===== config.mk =====
export PLATFORM = sky130hd
export DESIGN_NAME = pwt_compare
export DESIGN_NICKNAME = d
export VERILOG_FILES = /design/src/hw/pwt_pkg.sv /design/src/hw/pwt_channel.sv /design/src/hw/pwt_compare.sv
export SDC_FILE = /design/constraint.sdc
export NUM_CORES = 1
export LEC_CHECK = 0
export ABC_AREA = 0
export BUFFER_PORTS_ARGS = -buffer_cell sky130_fd_sc_hd__buf_4
export CORE_MARGIN = 2
export CORE_UTILIZATION = 45
export CTS_CLUSTER_DIAMETER = 150
export CTS_CLUSTER_SIZE = 10
export DETAILED_ROUTE_END_ITERATION = 10
export GPL_ROUTABILITY_DRIVEN = 0
export PLACE_DENSITY = 0.67
export SYNTH_ARGS = -nofsm -noshare
export SYNTH_HDL_FRONTEND = slang
export SYNTH_SLANG_ARGS = --single-unit

===== constraint.sdc =====
create_clock -name clk_i -period 3 [get_ports clk_i]
set_input_delay 0.15 -clock clk_i [delete_from_list [all_inputs] [get_ports clk_i]]
set_output_delay 0.15 -clock clk_i [all_outputs]
set_load 0.02 [all_outputs]

===== src/hw/pwt_pkg.sv =====
/*
  Constants, types and helpers for the pulse-width trigger compare block.
  Assumes a single 25 MHz system clock and a 32-bit Wishbone register bus.
*/
package pwt_pkg;

  // ----------------------------------------------------------------
  // Widths
  // ----------------------------------------------------------------
  localparam int PWT_DW = 32;
  localparam int PWT_AW = 8;
  localparam int PWT_CH = 4;
  localparam int PWT_NEV = 5;

  // ----------------------------------------------------------------
  // Register indices (byte address is four times the index)
  // ----------------------------------------------------------------
  localparam logic [5:0] PWT_IDX_MULT = 6'h1E;
  localparam logic [5:0] PWT_IDX_CTL0 = 6'h20;
  localparam logic [5:0] PWT_IDX_CTL1 = 6'h21;
  localparam logic [5:0] PWT_IDX_CTL2 = 6'h22;
  localparam logic [5:0] PWT_IDX_CTL3 = 6'h23;
  localparam logic [5:0] PWT_IDX_STAT = 6'h24;
  localparam logic [5:0] PWT_IDX_MASK = 6'h25;
  localparam logic [5:0] PWT_IDX_ACQ = 6'h26;

  // ----------------------------------------------------------------
  // Field positions
  // ----------------------------------------------------------------
  localparam int PWT_THR_LSB = 16;
  localparam int PWT_THR_MSB = 31;
  localparam int PWT_MODE_LSB = 0;
  localparam int PWT_MODE_MSB = 1;
  localparam int PWT_ACQ_EN_BIT = 0;
  localparam int PWT_ACQ_RUN_BIT = 1;
  localparam int PWT_EV_START_BIT = 4;

  // ----------------------------------------------------------------
  // Reset values
  // ----------------------------------------------------------------
  localparam logic [15:0] PWT_THR_RST = 16'h0000;
  localparam logic [1:0] PWT_MODE_RST = 2'h0;
  localparam logic [31:0] PWT_MULT_RST = 32'h0000_0000;
  localparam logic [4:0] PWT_EV_RST = 5'h00;

  // ----------------------------------------------------------------
  // Timing
  // ----------------------------------------------------------------
  localparam int PWT_CLK_NS = 40;
  localparam int PWT_UNIT_NS = 2000;
  localparam int PWT_UNIT_CYC = PWT_UNIT_NS / PWT_CLK_NS;
  localparam int PWT_UNIT_W = 6;

  // ----------------------------------------------------------------
  // Types
  // ----------------------------------------------------------------
  typedef enum logic [1:0] {
    PWT_MODE_OFF = 2'h0,
    PWT_MODE_GT = 2'h1,
    PWT_MODE_LE = 2'h2,
    PWT_MODE_RSV = 2'h3
  } pwt_mode_t;

  typedef enum logic [1:0] {
    PWT_ST_IDLE = 2'b01,
    PWT_ST_RUN = 2'b10
  } pwt_state_t;

  // ----------------------------------------------------------------
  // Helpers
  // ----------------------------------------------------------------
  function automatic logic [31:0] pwt_merge(input logic [31:0] old_v,
                                            input logic [31:0] new_v,
                                            input logic [3:0] sel);
    logic [31:0] r;
    r = old_v;
    for (int i = 0; i < 4; i++) begin
      if (sel[i]) begin
        r[i*8 +: 8] = new_v[i*8 +: 8];
      end
    end
    return r;
  endfunction

  function automatic logic pwt_match(input logic [15:0] width,
                                     input logic [15:0] thr,
                                     input logic [1:0] mode);
    logic r;
    r = 1'b0;
    case (mode)
      PWT_MODE_GT: r = width > thr;
      PWT_MODE_LE: r = width <= thr;
      default: r = 1'b0;
    endcase
    return r;
  endfunction

endpackage


===== src/hw/pwt_channel.sv =====
/*
  One pulse-width trigger comparator channel.
  Assumes the measurement is synchronous to clk_i and held stable per cycle.
*/
module pwt_channel
  import pwt_pkg::*;
(
  // Clock and reset
  input wire logic clk_i,
  input wire logic rst_i,
  // Measurement and setup
  input wire logic [31:0] width_i,
  input wire logic [15:0] thr_i,
  input wire logic [1:0] mode_i,
  // Trigger event
  output logic fire_o
);

  logic match_next;
  logic match_reg;
  logic fire_reg;

  // ----------------------------------------------------------------
  // Compare on low half of measurement
  // ----------------------------------------------------------------
  assign match_next = pwt_match(width_i[15:0], thr_i, mode_i);

  always_ff @(posedge clk_i) begin
    if (rst_i) begin
      match_reg <= 1'b0;
      fire_reg <= 1'b0;
    end else begin
      match_reg <= match_next;
      fire_reg <= match_next & ~match_reg;
    end
  end

  assign fire_o = fire_reg;
endmodule


===== src/hw/pwt_compare.sv =====
/*
  Four-channel pulse-width trigger compare with acquisition start and
  sampling clock, reached over a classic Wishbone slave.
  Assumes all inputs synchronous to clk_i; other trigger sources are
  single-cycle or level requests from neighbouring blocks.
*/
// Overview of operation
// Four independent channels each have a control register at 0x20-0x23.
// A channel firing starts the sampling clock for continuous sampling.
// A channel fires when its configured comparison becomes true.
// Only the low 16 bits of the width measurement are compared.
// Control bits 31:16 hold a read/write 16-bit threshold.
// Trigger type 00 never fires.
// Trigger type 01 fires when width is greater than the threshold.
// Trigger type 10 fires when width is at or below the threshold.
// Software picks the measurement clock so widths fit in 16 bits.
// Type 11 never fires and control bits 15:2 read zero.
// Acquisition start is the OR of all four trigger source kinds.
// Sample period is (multiplier plus one) times two microseconds.
module pwt_compare
  import pwt_pkg::*;
(
  // Clock and reset
  input wire logic clk_i,
  input wire logic rst_i,
  // Wishbone slave
  input wire logic wb_cyc_i,
  input wire logic wb_stb_i,
  input wire logic wb_we_i,
  input wire logic [pwt_pkg::PWT_AW-1:0] wb_adr_i,
  input wire logic [3:0] wb_sel_i,
  input wire logic [pwt_pkg::PWT_DW-1:0] wb_dat_i,
  output logic [pwt_pkg::PWT_DW-1:0] wb_dat_o,
  output logic wb_ack_o,
  // Pulse width measurements
  input wire logic [31:0] pulse_input_0_i,
  input wire logic [31:0] pulse_input_1_i,
  input wire logic [31:0] pulse_input_2_i,
  input wire logic [31:0] pulse_input_3_i,
  // Other trigger sources
  input wire logic dig_trig_i,
  input wire logic adc_trig_i,
  input wire logic enc_trig_i,
  // Acquisition
  output logic acq_start_o,
  output logic acq_active_o,
  output logic sample_clk_o,
  // Interrupt
  output logic irq_o
);
  import pwt_pkg::*;

  logic ack_reg;
  logic [31:0] dat_reg;
  logic [15:0] thr_reg [PWT_CH];
  logic [1:0] mode_reg [PWT_CH];
  logic [31:0] mult_reg;
  logic en_reg;
  logic [4:0] status_reg;
  logic [4:0] mask_reg;
  logic irq_reg;
  pwt_state_t state_reg;
  pwt_state_t state_next;
  logic start_reg;
  logic tick_reg;
  logic [PWT_UNIT_W-1:0] unit_cnt;
  logic [31:0] mult_cnt;
  logic [PWT_CH-1:0] ch_fire;
  logic [31:0] ch_width [PWT_CH];
  logic req;
  logic wr_go;
  logic [5:0] idx;
  logic [31:0] rd_next;
  logic start_any;
  logic unit_last;
  logic [4:0] ev_set;
  logic [31:0] ctl_wr;

  // ----------------------------------------------------------------
  // Channels
  // ----------------------------------------------------------------
  assign ch_width[0] = pulse_input_0_i;
  assign ch_width[1] = pulse_input_1_i;
  assign ch_width[2] = pulse_input_2_i;
  assign ch_width[3] = pulse_input_3_i;

  for (genvar g = 0; g < PWT_CH; g++) begin : g_ch
    pwt_channel u_ch (
      .clk_i(clk_i),
      .rst_i(rst_i),
      .width_i(ch_width[g]),
      .thr_i(thr_reg[g]),
      .mode_i(mode_reg[g]),
      .fire_o(ch_fire[g])
    );
  end

  // ----------------------------------------------------------------
  // Bus decode
  // ----------------------------------------------------------------
  assign req = wb_cyc_i & wb_stb_i;
  assign idx = wb_adr_i[7:2];
  // Writes land on the edge where the master sees ack
  assign wr_go = req & wb_we_i & ack_reg;

  always_comb begin
    rd_next = 32'h0000_0000;
    case (idx)
      PWT_IDX_CTL0, PWT_IDX_CTL1, PWT_IDX_CTL2, PWT_IDX_CTL3: begin
        rd_next[PWT_THR_MSB:PWT_THR_LSB] = thr_reg[idx[1:0]];
        rd_next[PWT_MODE_MSB:PWT_MODE_LSB] = mode_reg[idx[1:0]];
      end
      PWT_IDX_MULT: rd_next = mult_reg;
      PWT_IDX_STAT: rd_next[4:0] = status_reg;
      PWT_IDX_MASK: rd_next[4:0] = mask_reg;
      PWT_IDX_ACQ: begin
        rd_next[PWT_ACQ_EN_BIT] = en_reg;
        rd_next[PWT_ACQ_RUN_BIT] = state_reg == PWT_ST_RUN;
      end
      default: rd_next = 32'h0000_0000;
    endcase
  end

  always_ff @(posedge clk_i) begin
    if (rst_i) begin
      ack_reg <= 1'b0;
      dat_reg <= 32'h0000_0000;
    end else begin
      ack_reg <= req & ~ack_reg;
      if (req & ~ack_reg) begin
        dat_reg <= rd_next;
      end
    end
  end

  assign wb_ack_o = ack_reg;
  assign wb_dat_o = dat_reg;

  // ----------------------------------------------------------------
  // Channel control registers
  // ----------------------------------------------------------------
  // Bits 15:2 are not stored
  assign ctl_wr = pwt_merge({thr_reg[idx[1:0]], 14'h0000,
                             mode_reg[idx[1:0]]}, wb_dat_i, wb_sel_i);

  always_ff @(posedge clk_i) begin
    if (rst_i) begin
      for (int i = 0; i < PWT_CH; i++) begin
        thr_reg[i] <= PWT_THR_RST;
        mode_reg[i] <= PWT_MODE_RST;
      end
    end else if (wr_go && idx[5:2] == PWT_IDX_CTL0[5:2]) begin
      thr_reg[idx[1:0]] <= ctl_wr[PWT_THR_MSB:PWT_THR_LSB];
      mode_reg[idx[1:0]] <= ctl_wr[PWT_MODE_MSB:PWT_MODE_LSB];
    end
  end

  // ----------------------------------------------------------------
  // Multiplier and acquisition control
  // ----------------------------------------------------------------
  always_ff @(posedge clk_i) begin
    if (rst_i) begin
      mult_reg <= PWT_MULT_RST;
    end else if (wr_go && idx == PWT_IDX_MULT) begin
      mult_reg <= pwt_merge(mult_reg, wb_dat_i, wb_sel_i);
    end
  end

  always_ff @(posedge clk_i) begin
    if (rst_i) begin
      en_reg <= 1'b0;
    end else if (wr_go && idx == PWT_IDX_ACQ && wb_sel_i[0]) begin
      en_reg <= wb_dat_i[PWT_ACQ_EN_BIT];
    end
  end

  // ----------------------------------------------------------------
  // Acquisition state
  // ----------------------------------------------------------------
  assign start_any = dig_trig_i | adc_trig_i | enc_trig_i | (|ch_fire);

  always_comb begin
    state_next = state_reg;
    case (state_reg)
      PWT_ST_IDLE: begin
        if (en_reg && start_any) begin
          state_next = PWT_ST_RUN;
        end
      end
      PWT_ST_RUN: begin
        if (!en_reg) begin
          state_next = PWT_ST_IDLE;
        end
      end
      default: state_next = PWT_ST_IDLE;
    endcase
  end

  always_ff @(posedge clk_i) begin
    if (rst_i) begin
      state_reg <= PWT_ST_IDLE;
      start_reg <= 1'b0;
    end else begin
      state_reg <= state_next;
      start_reg <= state_reg == PWT_ST_IDLE && state_next == PWT_ST_RUN;
    end
  end

  assign acq_start_o = start_reg;
  // One-hot run bit of the state flop
  assign acq_active_o = state_reg[1];

  // ----------------------------------------------------------------
  // Sampling clock
  // ----------------------------------------------------------------
  assign unit_last = unit_cnt == PWT_UNIT_W'(PWT_UNIT_CYC - 1);

  always_ff @(posedge clk_i) begin
    if (rst_i || state_reg != PWT_ST_RUN) begin
      unit_cnt <= '0;
      mult_cnt <= 32'h0000_0000;
      tick_reg <= 1'b0;
    end else begin
      tick_reg <= 1'b0;
      if (unit_last) begin
        unit_cnt <= '0;
        if (mult_cnt >= mult_reg) begin
          mult_cnt <= 32'h0000_0000;
          tick_reg <= 1'b1;
        end else begin
          mult_cnt <= mult_cnt + 32'h0000_0001;
        end
      end else begin
        unit_cnt <= unit_cnt + PWT_UNIT_W'(1);
      end
    end
  end

  assign sample_clk_o = tick_reg;

  // ----------------------------------------------------------------
  // Interrupt status and mask
  // ----------------------------------------------------------------
  assign ev_set = {start_reg, ch_fire};

  always_ff @(posedge clk_i) begin
    if (rst_i) begin
      status_reg <= PWT_EV_RST;
      mask_reg <= PWT_EV_RST;
      irq_reg <= 1'b0;
    end else begin
      // A new event wins over a clear in the same cycle
      if (wr_go && idx == PWT_IDX_STAT && wb_sel_i[0]) begin
        status_reg <= (status_reg & ~wb_dat_i[4:0]) | ev_set;
      end else begin
        status_reg <= status_reg | ev_set;
      end
      if (wr_go && idx == PWT_IDX_MASK && wb_sel_i[0]) begin
        mask_reg <= wb_dat_i[4:0];
      end
      irq_reg <= |(status_reg & mask_reg);
    end
  end

  assign irq_o = irq_reg;

  // ----------------------------------------------------------------
  // Checks
  // ----------------------------------------------------------------
  logic [39:0] gap_cnt;
  logic gap_valid;

  always_ff @(posedge clk_i) begin
    if (rst_i || state_reg != PWT_ST_RUN ||
        (wr_go && idx == PWT_IDX_MULT)) begin
      gap_cnt <= 40'h00_0000_0000;
      gap_valid <= 1'b0;
    end else if (tick_reg) begin
      gap_cnt <= 40'h00_0000_0001;
      gap_valid <= 1'b1;
    end else begin
      gap_cnt <= gap_cnt + 40'h00_0000_0001;
    end
  end
endmodule


Word level (Yosys, flattened, before mapping) --
Memories as Yosys holds them, arrays and structs flattened. Cells that the tools add are included.
Storage, ports and cells: register bits after elaboration 127, input bits 180, memories kept 2, RAM bits 72, logic and storage cells 130, output and inout bits 37
Memories:
- thr_reg | words 4, width 16, read ports 5, clocked after Yosys merged registers in 0, wr ports 4, RTL line pwt_compare.sv:55 | logic [15:0] thr_reg [PWT_CH];
- mode_reg | words 4, width 2, read ports 5, clocked after Yosys merged registers in 0, wr ports 4, RTL line pwt_compare.sv:56 | logic [1:0] mode_reg [PWT_CH];
Operators by class: reductions and logical operators 22, multiplexer cells 28, eq/ne operators 22, bitwise logic cells 22, add/subtract/negate cells 2, order comparisons 9
Operator list (number):
- > comparator 16 bit | 4
- less-or-equal comparator 16 bit | 4
- equality test 6 bit (second input constant) | 8
- adder 32 x 1 -> 32 bit (second input constant) | 1
- >= comparator 32 bit | 1
- two-way mux 32 bit | 1
- case mux 16 bit (2 select lines) | 1
- two-way mux 16 bit | 1
- two-way mux 8 bit | 2
- OR reduction 16 bit | 1
- equality test 2 bit (second input constant) | 6
- two-way mux 2 bit | 6
- two-way mux 11 bit | 1
- AND 5 bit | 2
- equality test 2 x 1 -> 1 bit (second input constant) | 5
- logical AND 1 bit | 10
- OR 5 bit | 2
- case mux 2 bit (5 select lines) | 1
- case mux 3 bit (3 select lines) | 1
- AND 1 bit | 8
- two-way mux 1 bit | 8
- case mux 1 bit (2 select lines) | 4
- AND reduction 2 bit | 4
- OR reduction 4 bit | 2
- 12 further kinds | 21

Depth between registers and ports, before layout --
depth after elaboration 9, mapped depth 9

Hierarchy --
From an unflattened synthesis, not the netlist that was laid out.
Unflattened totals: cells, all modules 1163, area total of the unflattened synthesis 11081.9 um^2
By module, submodules not included:
- pwt_compare | area an instance 9004.9 um^2, instances 1, cells an instance 895, seq. area each 4544.4 um^2
- pwt_channel | area an instance 519.2 um^2, instances 4, cells an instance 67, seq. area each 40.0 um^2

Worst setup path after synthesis --
OpenSTA, ideal clock, no wires.
kind in2reg, start point in wb_adr_i[2] in the netlist's numbering, end point mem mode_reg[0][0] (enable), required time 2.603 ns, stages on the path 5, arrival time 1.994 ns, library setup time 0.397 ns, setup slack 0.609 ns, cells stage by stage clkbuf_1 -> buf_2 -> or2_2 -> clkbuf_1 -> o21bai_1
RTL lines:
- from (decl) | RTL line pwt_compare.sv:30 | input wire logic [pwt_pkg::PWT_AW-1:0] wb_adr_i,
- to (decl) | RTL line pwt_compare.sv:56

==> results.cfg <==
[synth]
ys_warn_count = 0
yosysSeqAreaShare_pct = 43.3
yosys.cell_types.count = 59
syn_avg_cell_area_sq_um = 9.45
synth-compound-area-share_pct = 8.66
synth_nets = 1430
netlist_area_sq_um = 10900
synth-simple-area-share_pct = 18.2
synth_top_family_by_area = simple AND/OR/NAND/NOR gates
async_flop_share_pct = 0
yosys.area_share.adder_pct = 11.6
synth_edf_count = 72
syn_inst = 1149
muxShareOfSynthArea_pct = 9.50
ys_ff_latch = 199
synthFlopType = dfxtp_1
synth_xor_area_share_pct = 2.58

[global_routing]
grt_pass1_vias = 8821
grt_remaining_overflow = 0
grtUsageTotal_pct = 23.7
grt_start_max_net_pins = 60
grt_pass1_wl_microns = 47400
antenna_found_initial = 0

[worst_setup_path]
cp_common_cell = nor2_1
path_class = reg2reg
cpPeakStageDelay_ns = 0.69
path_cells = inv_1 -> ha_1 -> nand4_1 -> or4b_2 -> nor2_1 -> nor3_1 -> nor2_1 -> mux2_2
critPathArrivalTime_ns = 2.95
crit_fanout = 3
cp.required_ns = 3.33
critPathCaptureType = flop
start_kind = flop
cp_slowest_cell = or4b_2

[status]
status = completed

[final_layout]
drive_gt1_share_pct = 18.7
final_common_cell = nor2_1
final_nets = 1600
final_cell_area_sq_um = 13200
synthToLayoutAreaGrowth_pct = 21.8
layout_common_cells = nor2_1 (186), buf_4 (165), inv_1 (128)
num_antenna_cells = 0
largest_reg_flops = 64

[power_and_ir_drop]
vdd_ir_drop_max_uv = 333
p_leak_nw = 5.57
power.density_nw_per_um2 = 444

[hold_path]
hp-class = in2reg

[drt]
routed_via_density = 5.44
vias = 8974
final_antenna_net_count = 0
drtIter0Drc = 717
drt-total-wl_microns = 29800
first_pass_iters = 5
drc = 0
detail_route.wl_per_cell_microns = 18.1

[floorplan]
fp.dieW_microns = 159
core_area_sq_um = 23600
start_util_pct = 46.0
pin_count = 217
die_h_microns = 159
num_rows = 56
dieArea_sq_um = 25400

[cts]
cts_resized = 0
path_clk_slew_ns = 0.08
clock-root-buffer = clkbuf_16
cts.path.max_buffers = 2
numCtsBuffers = 17
cts_tree = built
htreeDepth = 4
clk_latency_ns = 0.45
cts.sinks = 199

[flow_run]
maxCapViolations = 0

[placed_design]
post_dp_cell_area_sq_um = 12300
dp_hpwl_microns = 22400
portBuffers = 150

[sta]
finalSetupViolations = 0
max_freq_mhz = 382
tightest_slew_ns = 0.695
rsz0062_at_grt = false
slew_headroom_pct = 53.7
period_share_pct = 87.2
finClkSkew_ns = 0.0159
final_max_slew_viol_count = 0
hold_viol = 0
fin_setup_tns_ns = 0
period_needed_ns = 2.62
==> power breakdown <==
part | total, mW | internal (mW) | switching (mW)
clock | 2.35 | 1.25 | 1.10
sequential | 2.88 | 2.85 | 0.0363
combinational | 0.639 | 0.301 | 0.338
total | 5.87 | 4.40 | 1.47
==> worst paths after layout <==
path	startpoint	to	slack, ns	depth (start not counted)
max	thr_reg[2][14]	g_ch[2].u_ch.fire_o	0.38	8
min	wb_dat_i[0]	mult_reg[0]	0.03	3
max reg2reg	thr_reg[2][14]	g_ch[2].u_ch.fire_o	0.38	8
min reg2reg	g_ch[0].u_ch.match_reg	g_ch[0].u_ch.fire_o	0.39	1
==> kinds of logic (layout without fill, tap and decap cells) <==
| group | Yosys count | count (layout) |
|---|---|---|
| and+or+nand+nor | 422 | 422 |
| xor gates and xnor gates | 32 | 32 |
| DFF | 199 | 199 |
| muxes | 78 | 78 |
| adders and majority gates | 101 | 101 |
| buffers and inverters | 172 | 355 |
| AOI/OAI and AO/OA | 145 | 145 |
==> cell usage after synthesis (4+ instances only) <==
cell type  number  area share, %
o211ai_1        8           0.55
dfxtp_1       127             23
a222oi_1        4           0.37
xnor2_1        23            1.9
nor3_1         35            1.6
buf_2           4           0.18
nand4_1        29            1.7
inv_1         128            4.4
mux4_2         18            3.7
ha_1          101             12
mux2_2         20            2.1
clkbuf_1       34            1.2
nor4_1          4           0.23
xor2_1          9           0.73
o21ai_0        16           0.74
nor2_1        188            6.5
nand2b_1       11           0.63
and3_1          4           0.23
nand3_1        35            1.6
buf_1           5           0.17
edfxtp_1       72             20
mux2i_1        40            3.7
a221oi_1       20            1.6
nand2_1        76            2.6
a21oi_1        66            3.0
nor2b_1         6           0.35
and4_1          6           0.48
==> layer usage <==
metal / up-vias / GRT usage (%) / wire length, microns
li1: 4371 / - / -
met1: 4250 / 32.9 / 13200
met2: 317 / 38.8 / 14100
met3: 36 / 3.78 / 2040
met4: 0 / 5.79 / 474
met5: - / 0 / 0
==> final cells by class <==
cell class	instances	area (sq um)
Clock buffer	17	425
Clock inverter	15	165
Fill cell	2121	10400
Inverter	128	480
Multi-Input combinational cell	778	5510
Sequential cell	199	4700
Tap cell	319	399
Timing Repair Buffer	195	1540
==> metrics by stage <==
step	setup slack (ns)	utilization, %	power, mW	hold WS [ns]	cells
after CTS	0.417	56.0	5.88	0.0113	1651
after floorplan	0.609	-	3.25	0.294	1149
after detailed placement	0.444	52.2	3.55	0.381	1589
after global routing	0.287	56.0	6.06	0.0178	1651
after global placement	0.463	52.2	3.53	0.374	1589
final	0.383	56.0	5.87	0.0272	1651
==> critical path: cells and delay by family, from the launching register on <==
kind	cells	cell delay, ns
buffers and inverters	1	0.05
and+or+nand+nor	5	1.42
adders and majority gates	1	0.31
DFF	1	0.36
muxes	1	0.37
==> timing repair <==
item,4_1_cts,5_1_grt
endpoints found under the hold margin,33,0
endpoints found under the setup margin,0,0
hold buffers,30,0
setup buffers,0,0
No activity file was read; power rests on OpenSTA's default activity.
